===== config.mk =====
export PLATFORM = sky130hd
export DESIGN_NAME = jbs_supervisor
export DESIGN_NICKNAME = d
export VERILOG_FILES = /design/src/jbs_pkg.sv /design/src/jbs_supervisor.sv
export SDC_FILE = /design/constraint.sdc
export NUM_CORES = 1
export LEC_CHECK = 0
export BUFFER_PORTS_ARGS = -buffer_cell sky130_fd_sc_hd__buf_4
export CAP_MARGIN = 20
export CORE_UTILIZATION = 54
export DETAILED_ROUTE_END_ITERATION = 8
export PLACE_DENSITY = 0.72
export REMOVE_ABC_BUFFERS = 1
export SLEW_MARGIN = 10
export SYNTH_ARGS = -nofsm -noshare
export SYNTH_HDL_FRONTEND = slang
export SYNTH_SLANG_ARGS = --single-unit

===== constraint.sdc =====
create_clock -name core_clk -period 1.9 [get_ports core_clk]
set_clock_uncertainty 0.15 [all_clocks]
set_input_delay 0.095 -clock core_clk [delete_from_list [all_inputs] [get_ports core_clk]]
set_output_delay 0.095 -clock core_clk [all_outputs]
set_load 0.1 [all_outputs]

===== src/jbs_pkg.sv =====
// Purpose: shared constants and types for the junction box stop supervisor
// Assumes: core_clk at 10 MHz
// Notes:   bar colour codes are 3 bits {red, green, blue}
package jbs_pkg;

	localparam int unsigned CLK_HZ          = 10_000_000;
	// times in milliseconds
	localparam int unsigned COUNTDOWN_MS    = 10_000;
	localparam int unsigned SEGMENT_MS      = 1_670;
	localparam int unsigned BLINK_MS        = 500;
	localparam int unsigned TICK_MS         = 10;
	// prescaler: one tick every TICK_MS
	localparam int unsigned TICK_CYCLES     = CLK_HZ / 1000 * TICK_MS;
	localparam int unsigned COUNTDOWN_TICKS = COUNTDOWN_MS / TICK_MS;
	localparam int unsigned SEGMENT_TICKS   = SEGMENT_MS / TICK_MS;
	localparam int unsigned BLINK_TICKS     = BLINK_MS / TICK_MS;

	localparam int unsigned NUM_SEG         = 6;
	localparam int unsigned TICK_W          = 17;
	localparam int unsigned CNT_W           = 10;

	// bar colours
	localparam logic [2:0] COL_OFF    = 3'h0;
	localparam logic [2:0] COL_GREEN  = 3'h2;
	localparam logic [2:0] COL_WHITE  = 3'h7;
	localparam logic [2:0] COL_YELLOW = 3'h6;
	localparam logic [2:0] COL_RED    = 3'h4;
	localparam logic [2:0] COL_ERROR  = 3'h5;
	localparam logic [NUM_SEG-1:0] SEG_ALL  = 6'h3F;
	localparam logic [NUM_SEG-1:0] SEG_NONE = 6'h00;
	localparam logic [NUM_SEG-1:0] SEG_ERR  = 6'h2A;

	typedef enum logic [7:0] {
		ST_START    = 8'h01,
		ST_NORMAL   = 8'h02,
		ST_BRIDGE   = 8'h04,
		ST_STOP     = 8'h08,
		ST_ERROR    = 8'h10,
		ST_COUNT    = 8'h20,
		ST_SAFE     = 8'h40,
		ST_IDLE     = 8'h80
	} jbs_state_t;

endpackage : jbs_pkg


===== src/jbs_supervisor.sv =====
// Purpose: stop supervisor state machine, indicators and relay drive
// Assumes: pins synchronised here; retained memory is an external store
// Notes:   relay and all indicators are dark unless power_good
//
// Overview of operation
// power lamp green when supply present and startup fault free
// lamp-button indicator green while terminal has illuminated stop button
// network indicator green while network link is up
// bar solid green with terminal attached and stop not pressed
// bar solid white with bridge plug attached, no terminal
// bar blinks white when nothing attached and no countdown
// detach starts ten-second countdown, bar solid yellow
// one segment off, right to left, every 1.67 seconds
// countdown expiry: safe mode, stop circuit open, bar blinks yellow
// stop pressed: safe mode, bar solid red
// bar shows status only while power indicator is green
// relays closed only by active drive
// at power loss, store inputs and stop state in retained memory
// at power-up, read retained states to choose starting state
// normal state with terminal attached and stop not activated
// bridge-active state while bridge plug attached
// stop state once terminal stop button activated
// error when retained stop set but terminal stop reads clear
// error clears only after stop activate then release
// stop input bypassed during countdown until valid reattach
// stop must be released before returning to normal
// timing from prescaled tick; fixed blink period
// distinct bar pattern for internal error
module jbs_supervisor
	import jbs_pkg::*;
(
	input  wire logic                       core_clk,
	input  wire logic                       reset,
	input  wire logic                       supply_ok,
	input  wire logic                       startup_fault,
	input  wire logic                       power_fail,
	input  wire logic                       term_present,
	input  wire logic                       term_lamp_button,
	input  wire logic                       bridge_present,
	input  wire logic                       stop_pressed,
	input  wire logic                       net_link,
	input  wire logic                       ret_valid,
	input  wire logic                       ret_term,
	input  wire logic                       ret_bridge,
	input  wire logic                       ret_stop,
	output logic                            power_led,
	output logic                            lamp_led,
	output logic                            net_led,
	output logic [jbs_pkg::NUM_SEG-1:0]     bar_seg,
	output logic [2:0]                      bar_color,
	output logic                            relay_drive,
	output logic                            ret_wr,
	output logic                            ret_wr_term,
	output logic                            ret_wr_bridge,
	output logic                            ret_wr_stop
);
	import jbs_pkg::*;

	//----------------------------------------------------------------
	// input synchronisers
	//----------------------------------------------------------------
	localparam int unsigned NIN = 12;
	logic [NIN-1:0] pin_raw;
	logic [NIN-1:0] sync1;
	logic [NIN-1:0] sync2;
	assign pin_raw = {supply_ok, startup_fault, power_fail, term_present,
		term_lamp_button, bridge_present, stop_pressed, net_link, ret_valid,
		ret_term, ret_bridge, ret_stop};

	always_ff @(posedge core_clk) begin
		if (reset) begin
			sync1 <= '0;
			sync2 <= '0;
		end else begin
			sync1 <= pin_raw;
			sync2 <= sync1;
		end
	end

	logic s_supply, s_fault, s_pfail, s_term, s_lamp, s_bridge, s_stop, s_net, s_rvalid;
	logic s_rterm, s_rbridge, s_rstop;
	assign {s_supply, s_fault, s_pfail, s_term, s_lamp, s_bridge, s_stop, s_net,
		s_rvalid, s_rterm, s_rbridge, s_rstop} = sync2;

	//----------------------------------------------------------------
	// tick prescaler and timers
	//----------------------------------------------------------------
	logic [TICK_W-1:0] pre;
	logic [TICK_W-1:0] next_pre;
	logic              tick;
	logic              next_tick;
	logic [CNT_W-1:0]  cd;
	logic [CNT_W-1:0]  next_cd;
	logic [CNT_W-1:0]  bl;
	logic [CNT_W-1:0]  next_bl;
	logic              blink;
	logic              next_blink;

	jbs_state_t state;
	jbs_state_t next_state;
	logic       err_seen_press;
	logic       next_err_seen_press;
	logic       pg;
	logic       next_pg;
	logic       saved;
	logic       next_saved;

	function automatic logic [NUM_SEG-1:0] seg_mask(input logic [CNT_W-1:0] elapsed);
		logic [NUM_SEG-1:0] m;
		m = SEG_ALL;
		for (int i = 0; i < NUM_SEG; i++) begin
			if (elapsed >= CNT_W'((i + 1) * SEGMENT_TICKS))
				m[i] = 1'b0;
		end
		return m;
	endfunction

	// prescaled tick, fixed blink
	always_comb begin
		next_tick  = 1'b0;
		next_pre   = pre + TICK_W'(1);
		if (pre == TICK_W'(TICK_CYCLES - 1)) begin
			next_pre  = '0;
			next_tick = 1'b1;
		end
		next_bl    = bl;
		next_blink = blink;
		if (tick) begin
			if (bl == CNT_W'(BLINK_TICKS - 1)) begin
				next_bl    = '0;
				next_blink = ~blink;
			end else begin
				next_bl = bl + CNT_W'(1);
			end
		end
	end

	always_ff @(posedge core_clk) begin
		if (reset) begin
			pre   <= '0;
			tick  <= 1'b0;
			bl    <= '0;
			blink <= 1'b0;
		end else begin
			pre   <= next_pre;
			tick  <= next_tick;
			bl    <= next_bl;
			blink <= next_blink;
		end
	end

	//----------------------------------------------------------------
	// supervisor state machine
	//----------------------------------------------------------------
	logic term_ok;
	assign term_ok = s_term && !s_stop;

	always_comb begin
		next_state          = state;
		next_cd             = cd;
		next_err_seen_press = err_seen_press;
		// power good after clean startup
		next_pg             = s_supply && !s_fault && !s_pfail;
		next_saved          = saved;
		case (state)
			ST_START: begin
				next_cd = '0;
				// no stale press carried into a new error
				next_err_seen_press = 1'b0;
				// retained states pick start
				if (pg && s_rvalid) begin
					// retained stop vs clear button
					if (s_rstop && s_term && !s_stop)
						next_state = ST_ERROR;
					else if (s_term && s_stop)
						next_state = ST_STOP;
					else if (s_term)
						next_state = ST_NORMAL;
					else if (s_bridge)
						next_state = ST_BRIDGE;
					else if (s_rterm || s_rbridge)
						next_state = ST_COUNT;
					else
						next_state = ST_IDLE;
				end
			end
			ST_NORMAL: begin
				// stop pressed
				if (s_term && s_stop)
					next_state = ST_STOP;
				// detach starts countdown
				else if (!s_term) begin
					next_state = ST_COUNT;
					next_cd    = '0;
				end
			end
			ST_BRIDGE: begin
				if (s_term)
					next_state = s_stop ? ST_STOP : ST_NORMAL;
				else if (!s_bridge) begin
					next_state = ST_COUNT;
					next_cd    = '0;
				end
			end
			ST_STOP: begin
				// release before normal
				if (!s_term) begin
					next_state = ST_COUNT;
					next_cd    = '0;
				end else if (!s_stop)
					next_state = ST_NORMAL;
			end
			ST_ERROR: begin
				// press then release clears
				if (s_term && s_stop)
					next_err_seen_press = 1'b1;
				else if (s_term && err_seen_press) begin
					next_err_seen_press = 1'b0;
					next_state          = ST_NORMAL;
				end
			end
			ST_COUNT: begin
				// stop bypassed until valid plug
				if (term_ok)
					next_state = ST_NORMAL;
				else if (s_bridge && !s_term)
					next_state = ST_BRIDGE;
				// timeout to safe
				else if (cd >= CNT_W'(COUNTDOWN_TICKS))
					next_state = ST_SAFE;
				else if (tick)
					next_cd = cd + CNT_W'(1);
			end
			ST_SAFE, ST_IDLE: begin
				// valid terminal, normal
				if (term_ok)
					next_state = ST_NORMAL;
				else if (s_term)
					next_state = ST_STOP;
				// bridge plug active
				else if (s_bridge)
					next_state = ST_BRIDGE;
			end
			default: next_state = ST_START;
		endcase
		// save once at power loss
		if (s_pfail)
			next_saved = 1'b1;
		else if (!s_pfail)
			next_saved = 1'b0;
		if (!pg)
			next_state = ST_START;
	end

	always_ff @(posedge core_clk) begin
		if (reset) begin
			state          <= ST_START;
			cd             <= '0;
			err_seen_press <= 1'b0;
			pg             <= 1'b0;
			saved          <= 1'b0;
		end else begin
			state          <= next_state;
			cd             <= next_cd;
			err_seen_press <= next_err_seen_press;
			pg             <= next_pg;
			saved          <= next_saved;
		end
	end

	//----------------------------------------------------------------
	// output decode, registered
	//----------------------------------------------------------------
	logic [NUM_SEG-1:0] next_seg;
	logic [2:0]         next_col;
	logic               next_relay;
	logic               next_wr;
	logic               stop_now;

	assign stop_now = (state == ST_STOP) || (state == ST_SAFE) || (state == ST_ERROR);

	always_comb begin
		next_seg   = SEG_ALL;
		next_col   = COL_OFF;
		// relay only by active drive
		next_relay = pg && (state == ST_NORMAL || state == ST_BRIDGE || state == ST_COUNT
			|| state == ST_IDLE);
		// one write pulse on power fail edge
		next_wr    = s_pfail && !saved;
		case (state)
			// solid green
			ST_NORMAL: next_col = COL_GREEN;
			// solid white
			ST_BRIDGE: next_col = COL_WHITE;
			// blinking white
			ST_IDLE:   next_col = blink ? COL_WHITE : COL_OFF;
			// solid red
			ST_STOP:   next_col = COL_RED;
			// segments drop right to left
			ST_COUNT: begin
				next_col = COL_YELLOW;
				next_seg = seg_mask(cd);
			end
			ST_SAFE:   next_col = blink ? COL_YELLOW : COL_OFF;
			// distinct error pattern
			ST_ERROR: begin
				next_col = COL_ERROR;
				next_seg = SEG_ERR;
			end
			default: next_seg = SEG_NONE;
		endcase
		// bar dark without power
		if (!pg || next_col == COL_OFF) begin
			next_seg = SEG_NONE;
			next_col = COL_OFF;
		end
	end

	always_ff @(posedge core_clk) begin
		if (reset) begin
			power_led     <= 1'b0;
			lamp_led      <= 1'b0;
			net_led       <= 1'b0;
			bar_seg       <= SEG_NONE;
			bar_color     <= COL_OFF;
			relay_drive   <= 1'b0;
			ret_wr        <= 1'b0;
			ret_wr_term   <= 1'b0;
			ret_wr_bridge <= 1'b0;
			ret_wr_stop   <= 1'b0;
		end else begin
			power_led     <= pg;
			// lamp button indicator
			lamp_led      <= pg && s_term && s_lamp;
			// network indicator
			net_led       <= pg && s_net;
			bar_seg       <= next_seg;
			bar_color     <= next_col;
			relay_drive   <= next_relay;
			ret_wr        <= next_wr;
			ret_wr_term   <= s_term;
			ret_wr_bridge <= s_bridge;
			ret_wr_stop   <= stop_now;
		end
	end
endmodule // jbs_supervisor


# Word level (Yosys, flattened, before mapping)
# Cells that the tools add are included.
# Widths: inputs -> output; s select.
word_totals:
  ff_bits: 91
  input_bits: 14
  out_inout_bits: 17
  word_cells: 145
classes:
  addsub: 3
  magnitude_cmp: 7
  eq_ne: 26
  n_mux: 47
  n_bitwise: 2
  reduce_logical: 39
op_table:
  columns: ["cell", "n"]
  rows:
  - ["$mux 8", 20]
  - ["$mux 10", 9]
  - ["$pmux 8 s7", 1]
  - ["$pmux 10 s5", 1]
  - ["$ge 10x10->1 const B", 4]
  - ["$pmux 3 s7", 1]
  - ["$add 10x1->10 const B", 2]
  - ["$ge 10x9->1 const B", 2]
  - ["$ne 2x2->1 const B", 10]
  - ["$pmux 6 s3", 1]
  - ["$add 17x1->17 const B", 1]
  - ["$eq 17x17->1 const B", 1]
  - ["$reduce_and 8->1", 2]
  - ["$logic_and 1x1->1", 14]
  - ["$ne 3x3->1 const B", 4]
  - ["$eq 10x6->1 const B", 1]
  - ["$ge 10x8->1 const B", 1]
  - ["$mux 1", 10]
  - ["$eq 8x1->1 const B", 1]
  - ["$eq 8x2->1 const B", 1]
  - ["$eq 8x3->1 const B", 1]
  - ["$eq 8x4->1 const B", 1]
  - ["$eq 8x5->1 const B", 1]
  - ["$eq 8x6->1 const B", 1]
  - ["15 further kinds", 33]

# Longest topological paths before layout
# Gate-level depths: netlist of the first run.
logic_depth:
  depth_word: 8
  mapped_depth: 9
  depth_no_buf: 8

# Least setup slack after synthesis of the first run
# No wires, ideal clock.
synth_timing:
  kind: "register to register"
  from: "reg state[0]"
  to: "reg state[3]"
  setup_ns: 0.129
  arrival_time_ns: 1.786
  required_ns: 1.621
  path_slack_ns: -0.165
  stages_incl_launch_ff: 9
  n_path_buf: 2
  synth_period_minus_slack_ns: 2.065
  cell_sequence: "dfxtp_1 > buf_2 > nor3_2 > and4_4 > buf_6 > a311o_1 > a211oi_4 > mux2i_1 > nor2_1"
synth_between:
  elab_chain_cells: 4
  elab_cells_between_ends: 19
  cone_classes: "16 x eq/ne; 1 x mux; 2 x reduce/logical"
synth_lines:
  columns: ["item", "line", "source"]
  rows:
  - ["start, declared", "jbs_supervisor.sv:99", "jbs_state_t state;"]
  - ["start signal, assigned", "jbs_supervisor.sv:263", "state <= next_state;"]
  - ["$eq 8x7->1 or $eq 8x8->1 (tied branches)", "jbs_supervisor.sv:165", "case (state)"]
  - ["$reduce_or 2->1", "jbs_supervisor.sv:165", null]
  - ["$ne 4x4->1 (no line)", null, null]
  - ["$reduce_and 8->1 (no line)", null, null]
# Parallel ways exist; a longest one is shown, timed or not.
# A chain may end at the register's enable or synchronous reset.

# Worst setup path after layout of the first run
layout_timing:
  from: "reg state[5]"
  to: "reg state[5]"
# The elaborated chain is that of the path after synthesis.

==> results of run 1 <==
-- state kept, by name, summed over array words and instances (netlist names) --
register	count
relay_drive	1
sync2	12
state	8
blink	1
saved	1
bl	10
bar_color	3
err_seen_press	1
pre	17
ret_wr_term	1
ret_wr_stop	1
cd	10
ret_wr_bridge	1
sync1	12
lamp_led	1
ret_wr	1
pg	1
net_led	1
tick	1
bar_seg	6
power_led	1
-- worst max-delay path, stage by stage, from the launching register on --
cell	delay (ps)
dfxtp_2	350
or4_4	620
nor2_4	120
a311o_1	230
a211oi_4	90
buf_12	150
a21boi_1	120
o21a_1	170
-- how the worst max path moves through the flow --
stage                          end  slack (ps)
after CTS                 state[5]        -150
final                     state[5]        -190
after global placement    state[4]        -250
after floorplan              cd[8]        -350
after global routing      state[5]        -250
after detailed placement  state[7]        -270
-- where the power goes --
part | internal [mW] | switching (mW) | total [mW] | leakage (nW)
clock | 0.882 | 0.705 | 1.59 | 0.116
sequential | 1.93 | 0.0140 | 1.94 | 0.745
combinational | 0.0843 | 0.0784 | 0.163 | 1.33
-- cell usage in the layout (no fill, tap or decap), drive strengths merged, types with 3 or more instances in the layout --
cell type and count:
o32ai 4, nor4 6, a21oi 26, nand3 20, and2 5, nor3 12
buf 114, o21ai 12, mux2i 6, ha 7, xnor2 11, bufinv 3
nor2b 31, o31ai 3, dfxtp 91, and3 8, nor4b 3, a211o 3
dlygate4sd3 14, a31oi 4, nor2 66, nand3b 3, nand2b 11, xor2 19
clkbuf 9, and4 5, nand2 24, inv 13, nand4 10, or2 3
-- per-layer routing --
layer	part of all wire	vias up
met3	0.047	22
met2	0.47	121
met5	0	-
li1	-	1812
met1	0.46	1651
met4	0.023	0
-- layout make-up --
class                   count  area, um^2
multi-input cells         330        2230
flip-flops and latches     91        1850
fillers                   536        1690
repair buffers            128        1040
clock buffers               9         124
well taps                  99         124
clock inverters             7         123
inverters                  11        41.3
-- repair_timing --
item	in CTS	in global routing
hold buffers	14	0
gates resized for setup	28	32
gates cloned	0	0
buffers inserted	8	2
endpoints found under the hold margin	25	0
pin swaps	10	16
setup endpoints to repair	29	48
-- cells by family (layout without fill, tap and decap cells) --
logic type,Yosys count,count (layout),synth area share
buffers and inverters,40,155,0.0413
and+or+nand+nor,212,212,0.279
adders and majority gates,7,7,0.0218
muxes,7,7,0.0177
AOI/OAI and AO/OA,74,74,0.123
DFF,91,91,0.453
xor gates and xnor gates,30,30,0.0653
-- through the flow --
step            util  area [um^2]  hold WS [ps]  cells  worst slack (ps)
6_report       0.766         5530           248    675              -194
5_1_grt        0.766         5530           254    675              -252
4_1_cts        0.749         5400           254    676              -151
3_5_place_dp   0.669         4830           162    638              -274
3_3_place_gp   0.669         4830           153    638              -251
2_1_floorplan      -         3900          14.1    432              -349
==> impl_metrics.ini, run 1 <==
[status]
outcome = finished with violations
violations = negative setup slack

[synth]
ys_ff_latch = 91
yosysTopAreaCell = dfxtp_1
synthArstFlopShare = 0
ys_seq_area_frac = 0.453
syn_area_mm2 = 0.00403
avgSynthCellArea_um2 = 8.73
synth-edff-count = 0
ys_types = 59
synth-main-ff-cell = dfxtp_1
yosys-top-cells-area = dfxtp_1, nor2_1, nor2b_1, xor2_1, a21oi_1
yosysWarningCount = 0
yosysMostFrequentCell = dfxtp_1
synth_top_area_frac = 0.453
syn_inst = 461
ys_top_cells_by_count = dfxtp_1, nor2_1, nor2b_1

[sta]
slew-limit-headroom = 0.744
setup_ws_ps = -194
fmaxAchievable_ghz = 0.478
finalCritPeriodShare = 1.10
finalCriticalPeriod_ps = 2090
setup_viol = 35
rsz0062_at_grt = yes
finalSetupTns_ps = -2230
tightest_slew_ps = 380
slew_viol_final = 0
hold_viol_final = 0

[drt]
drt_iter0_markers = 231
viasPerCell = 5.34
drc = 0
vias = 3606
drt_wl_total_um = 9730
wire_per_inst_um = 14.4
antenna_left = 0
drt_first_pass_iters = 5

[floorplanning]
row_count = 31
start_util = 0.558
dieWidth_um = 88.3
ios = 31
die_area_mm2 = 0.00780
core_mm2 = 0.00721
die_y_um = 88.3

[finish]
drive_gt1_frac = 0.309
finalNetCount = 592
syn2layout_area_growth_pct = 37.3
diodes = 0

[setup_path]
cp-end-kind = flip-flop
critical_path_class = flip-flop to flip-flop
r2r-end = state[5]
arrival_ps = 2210
worstPathMaxFanout = 8
r2r_cells = 7
cp-startpoint = state[5]
worstPathRequired_ps = 2010
reg2reg_setup_slack_ps = -190
r2r-start = state[5]
worst_setup_path_start_kind = flip-flop

[power]
p_per_area_mw_per_mm2 = 668
peakVddDrop_uv = 625
power_mw = 3.69
p_leak_nw = 2.19

[min_path]
holdPathStages = 1
hold_start = saved
min_to = ret_wr
hold_class = flip-flop to flip-flop

[clocking]
clk_latency_ps = 370
cts_tree = built
clock-sinks = 91
clk_pin_slew_worst_paths_ps = 90
cts-root-buf = clkbuf_8
clock_path_buffers = 2
numCtsBuffers = 9
cts_max_level = 3

[placed_design]
hpwl_um = 6630
gp_congestion = 0.917
port_buffers = 30

[global_routing]
globalRouteMet2Util = 0.426
grt_pass1_wl_um = 15400
grt_max_degree = 20
grt_use_met3 = 0.0448
gr-usage-all-layers = 0.260
grtUsageMet1 = 0.337
grt.busiest_layer = met2
grt_pass1_vias = 3358
grt_overflow_total = 0
antenna_found_initial = 0

[job]
max_cap_violations = 0
Note: power is estimated with default switching activity, not from simulation.
==> run 2, diff against run 1 <==
RECOVER_POWER = 100   (was unset)
==> run 2 against run 1 <==
  * The run still ends with negative setup slack left
  * Critical path depth stayed put
  * Hold slack barely moved
  * Clock-buffer cell count unchanged
  * Register-to-register slack hardly changed
  * Combinational power barely moved
  * Sequential share of layout area increased by 0.33 points
  * Sequential power about the same
  * Via count decreased by 0.14%
  * Cell count stayed put
  * Final area shrank 0.97%
  * Critical path type unchanged
  * Critical endpoint unchanged
  * Largest power group unchanged
==> impl_metrics.ini, run 2 (synthesis gave the netlist of run 1 again) <==
[floorplanning]
start_util = 0.558
row_count = 31
die_area_mm2 = 0.00780
ios = 31
dieWidth_um = 88.3
die_y_um = 88.3
core_mm2 = 0.00721

[finish]
final_common_cell = buf_4
drive_gt1_frac = 0.306
finalNetCount = 592
diodes = 0
n_fill_cell = 548
final_area_mm2 = 0.00547
largest_reg_flops = 17
final_cell_mix = buf_4, dfxtp_1, nor2_1
top_regs = pre (17), sync1 (12), sync2 (12)
fin_cells = 675
syn2layout_area_growth_pct = 36.0
regMostFlops = pre

[sta]
hold_viol_final = 0
tightest_slew_ps = 774
setup_viol = 31
setup_ws_ps = -198
finalCritPeriodShare = 1.10
finalCriticalPeriod_ps = 2100
slew-limit-headroom = 0.484
slew_viol_final = 0
fmaxAchievable_ghz = 0.477
fin_hold_ws_ps = 248
rsz0062_at_grt = yes

[clocking]
cts-root-buf = clkbuf_8
clock-sinks = 91
numCtsBuffers = 9
clock_path_buffers = 2
clk_pin_slew_worst_paths_ps = 90
cts_tree = built
cts_max_level = 3
clk_latency_ps = 370

[drt]
drc = 0
vias = 3601
drt_iter0_markers = 216
drt_wl_total_um = 9730
drt_first_pass_iters = 7
wire_per_inst_um = 14.4
antenna_left = 0
viasPerCell = 5.33

[min_path]
hold_class = flip-flop to flip-flop
min_to = ret_wr
hold_start = saved
holdPathStages = 1

[power]
p_seq_frac = 0.526
combPwrFrac = 0.043
cell_internal_pwr_mw = 2.89
p_sw_mw = 0.799
peakVddDrop_uv = 625
netSwitchingFraction = 0.216
p_per_area_mw_per_mm2 = 675
p_clk_frac = 0.430
p_leak_nw = 2.17

[setup_path]
cp_cell_sequence = or4_4 > nor2_4 > a311o_1 > a211oi_4 > buf_12 > a21boi_1 > o21a_1
cp_top_family = simple AND/OR/NAND/NOR gates
r2r_cells = 7
reg2reg_setup_slack_ps = -200
r2r-start = state[5]
worst-path-buf-inv = 1
r2r-end = state[5]
worstPathMaxFanout = 8
max_stage_delay_ps = 620
arrival_ps = 2210
cp-startpoint = state[5]
cp_slowest_cell = or4_4
critical_path_class = flip-flop to flip-flop
worst_setup_path_start_kind = flip-flop
worstPathRequired_ps = 2010
cp-end-kind = flip-flop

[global_routing]
grt_max_degree = 20
grt_pass1_wl_um = 15400
antenna_found_initial = 0
grt_pass1_vias = 3358
grt_overflow_total = 0
gr-usage-all-layers = 0.260

[placed_design]
dp.cells = 638
hpwl_um = 6630
gp_congestion = 0.917
dpl_cell_area_mm2 = 0.00483
port_buffers = 30

[status]
outcome = finished with violations
violations = negative setup slack

[job]
max_cap_violations = 0
[run 2: cell count changes in the layout (fill, tap and decap cells not counted), sizes merged]
cell,change
clkbuf,+20
buf,-20
[run 2: area by class of cell]
cell class | count | area (um^2) | share of cell area
inverters | 11 | 41.3 | 0.00754
multi-input cells | 330 | 2220 | 0.406
repair buffers | 128 | 991 | 0.181
clock inverters | 7 | 123 | 0.0224
well taps | 99 | 124 | 0.0226
clock buffers | 9 | 124 | 0.0226
flip-flops and latches | 91 | 1850 | 0.338
[run 2: worst max path at each step]
stage,end,slack [ps],depth (start not counted)
floorplan,cd[8],-350,6
global placement,state[4],-250,8
detailed placement,state[7],-270,6
CTS,state[5],-150,7
global route,state[5],-250,7
finish,state[5],-200,7
[run 2: routing by layer]
metal / wire length, um / global-route usage / part of all wire
met5: 0 / 0 / 0
met2: 4540 / 0.426 / 0.47
met3: 475 / 0.0448 / 0.049
met4: 227 / 0.114 / 0.023
met1: 4480 / 0.337 / 0.46
[run 2: timing repair]
item                                   4_1_cts  5_1_grt
gates cloned                                 0        0
buffers inserted                             8        2
endpoints found under the hold margin       25        0
pin swaps                                   10       16
resized for setup                           28       32
hold buffers                                14        0
setup endpoints to repair                   29       48
[run 2: power groups by stage]
stage	registers, mW	logic (mW)	clock network (mW)
floorplan	2.01	0.0483	0
global placement	1.99	0.132	0
detailed placement	2.00	0.134	0
CTS	1.95	0.160	1.62
global route	1.95	0.174	1.71
finish	1.94	0.160	1.59
[run 2: per-stage QoR]
step | util | setup WS (ps) | setup TNS, ps | power, mW
after global placement | 0.669 | -251 | -4100 | 2.13
after CTS | 0.749 | -151 | -1400 | 3.72
after floorplan | - | -349 | -4960 | 2.06
final | 0.759 | -198 | -2260 | 3.69
after global routing | 0.759 | -252 | -6150 | 3.83
after detailed placement | 0.669 | -274 | -3840 | 2.13
==> run 3, diff against run 2 <==
BUFFER_PORTS_ARGS = unset   (was -buffer_cell sky130_fd_sc_hd__buf_4)
CORE_UTILIZATION = 57   (was 54)
DONT_BUFFER_PORTS = 1   (was unset)
PLACE_DENSITY = 0.71   (was 0.72)
==> run 3 against run 2 <==
  * The run still ends with negative setup slack left
  * Utilization is 2.4 points higher
  * Critical endpoint unchanged
  * Setup slack better by 1.8 ps
  * Largest power group unchanged
  * Combinational power is 11% lower
  * Flip-flop and latch count stayed put
  * Total power is 5.9% lower
  * Global-route usage is 1.4 points higher
  * Register-to-register slack hardly changed
  * Clock power is 13% lower
  * Final area is 2.8% lower
  * Non-clock buffer count is 9 lower
  * Sequential share of layout area is 0.90 points higher
  * Largest cell class unchanged
  * First-iteration DRC count is 15% lower
==> impl_metrics.ini, run 3 (synthesis gave the netlist of run 1 again) <==
[finish]
final_cell_mix = dfxtp_1, buf_4, nor2_1
final_common_cell = dfxtp_1
finalNetCount = 583
fin_util = 0.783
largest_reg_flops = 17
top_regs = pre (17), sync1 (12), sync2 (12)
drive_gt1_frac = 0.280
diodes = 0
n_fill_cell = 484
regMostFlops = pre
syn2layout_area_growth_pct = 32.2

[clocking]
clock-sinks = 91
numCtsBuffers = 9
cts_tree = built
clock_path_buffers = 2
cts_max_level = 3
clk_pin_slew_worst_paths_ps = 100
cts-root-buf = clkbuf_8
clk_latency_ps = 360

[sta]
finalSetupTns_ps = -2540
finalCriticalPeriod_ps = 2100
tightest_slew_ps = 549
hold_viol_final = 0
slew-limit-headroom = 0.635
rsz0062_at_grt = yes
slew_viol_final = 0
setup_ws_ps = -196
setup_viol = 25
fmaxAchievable_ghz = 0.477
finalCritPeriodShare = 1.10

[drt]
drt_iter0_markers = 184
antenna_left = 0
viasPerCell = 5.46
drc = 0
drt_first_pass_iters = 5
wire_per_inst_um = 14.9
vias = 3617
drt_wl_total_um = 9870

[status]
violations = negative setup slack
outcome = finished with violations

[setup_path]
worstPathMaxFanout = 5
worstPathRequired_ps = 2000
cp_slowest_cell = or4_4
arrival_ps = 2200
worst-path-buf-inv = 1
cp-end-kind = flip-flop
reg2reg_setup_slack_ps = -200
cp_top_family = simple AND/OR/NAND/NOR gates
max_stage_delay_ps = 620
cp_cell_sequence = or4_4 > nor2_4 > a311o_1 > a211oi_4 > buf_6 > a21boi_1 > o21a_1
worst_setup_path_start_kind = flip-flop
critical_path_class = flip-flop to flip-flop

[floorplanning]
ios = 31
row_count = 30
die_area_mm2 = 0.00740
die_y_um = 86.0
dieWidth_um = 86.0
core_mm2 = 0.00679
start_util = 0.592

[global_routing]
antenna_found_initial = 0
grt_pass1_vias = 3414
grt_max_degree = 51
gr-usage-all-layers = 0.274
grt_pass1_wl_um = 15900
grt_overflow_total = 0

[power]
p_per_area_mw_per_mm2 = 653
p_leak_nw = 2.14
peakVddDrop_uv = 475

[min_path]
hold_class = input port to flip-flop

[placed_design]
gp_congestion = 0.964
hpwl_um = 6490
port_buffers = 0
pre_cts_ws_ps = -279

[job]
max_cap_violations = 0
run 3: report_power, final:
group	leakage (nW)	internal [mW]	total [mW]	switching, mW
registers	0.744	1.93	1.94	0.0140
logic	1.29	0.0672	0.142	0.0745
clock network	0.108	0.659	1.39	0.728
total	2.14	2.66	3.47	0.817
run 3: metal layers:
metal | up-vias | global-route usage | wire length (um)
li1 | 1793 | - | -
met1 | 1691 | 0.349 | 4270
met4 | 0 | 0.111 | 262
met5 | - | 0 | 0
met3 | 23 | 0.0414 | 415
met2 | 110 | 0.465 | 4920
run 3: timing repair:
action                                  4_1_cts  5_1_grt
buffers inserted                              5        8
endpoints found under the setup margin       25       48
hold buffers                                 14        0
pin swaps                                     8       15
gates resized for setup                      27       19
hold endpoints to repair                     81        0
run 3: path summary, 6_finish.rpt:
kind / startpoint / to / cells past startpoint
worst max-delay path: state[7] / state[5] / 7
worst min-delay path: startup_fault / sync1[10] / 2
worst max register to register: state[7] / state[5] / 7
worst min register to register: saved / ret_wr / 1
run 3: per-stage QoR:
| step | instance area (um^2) | instances | hold slack, ps | power [mW] |
|---|---|---|---|---|
| 2_1_floorplan | 3900 | 432 | 14.1 | 2.06 |
| 5_1_grt | 5320 | 663 | 246 | 3.58 |
| 3_3_place_gp | 4740 | 621 | 21.7 | 2.09 |
| 4_1_cts | 5240 | 656 | 235 | 3.48 |
| 6_report | 5320 | 663 | 249 | 3.47 |
| 3_5_place_dp | 4740 | 621 | 22.2 | 2.10 |
run 3: layout make-up:
type / count / area (um^2) / area share
well taps: 96 / 120 / 0.0226
clock inverters: 6 / 70.1 / 0.0132
clock buffers: 10 / 138 / 0.0259
flip-flops and latches: 91 / 1840 / 0.347
repair buffers: 119 / 917 / 0.172
multi-input cells: 330 / 2190 / 0.412
inverters: 11 / 41.3 / 0.00776
run 3: worst reg2reg max path: cells and delay by family, from the launching register on:
family | cells | cell delay (ps)
buf+inv | 1 | 130
flops | 1 | 370
simple gates | 2 | 740
compound gates | 4 | 610
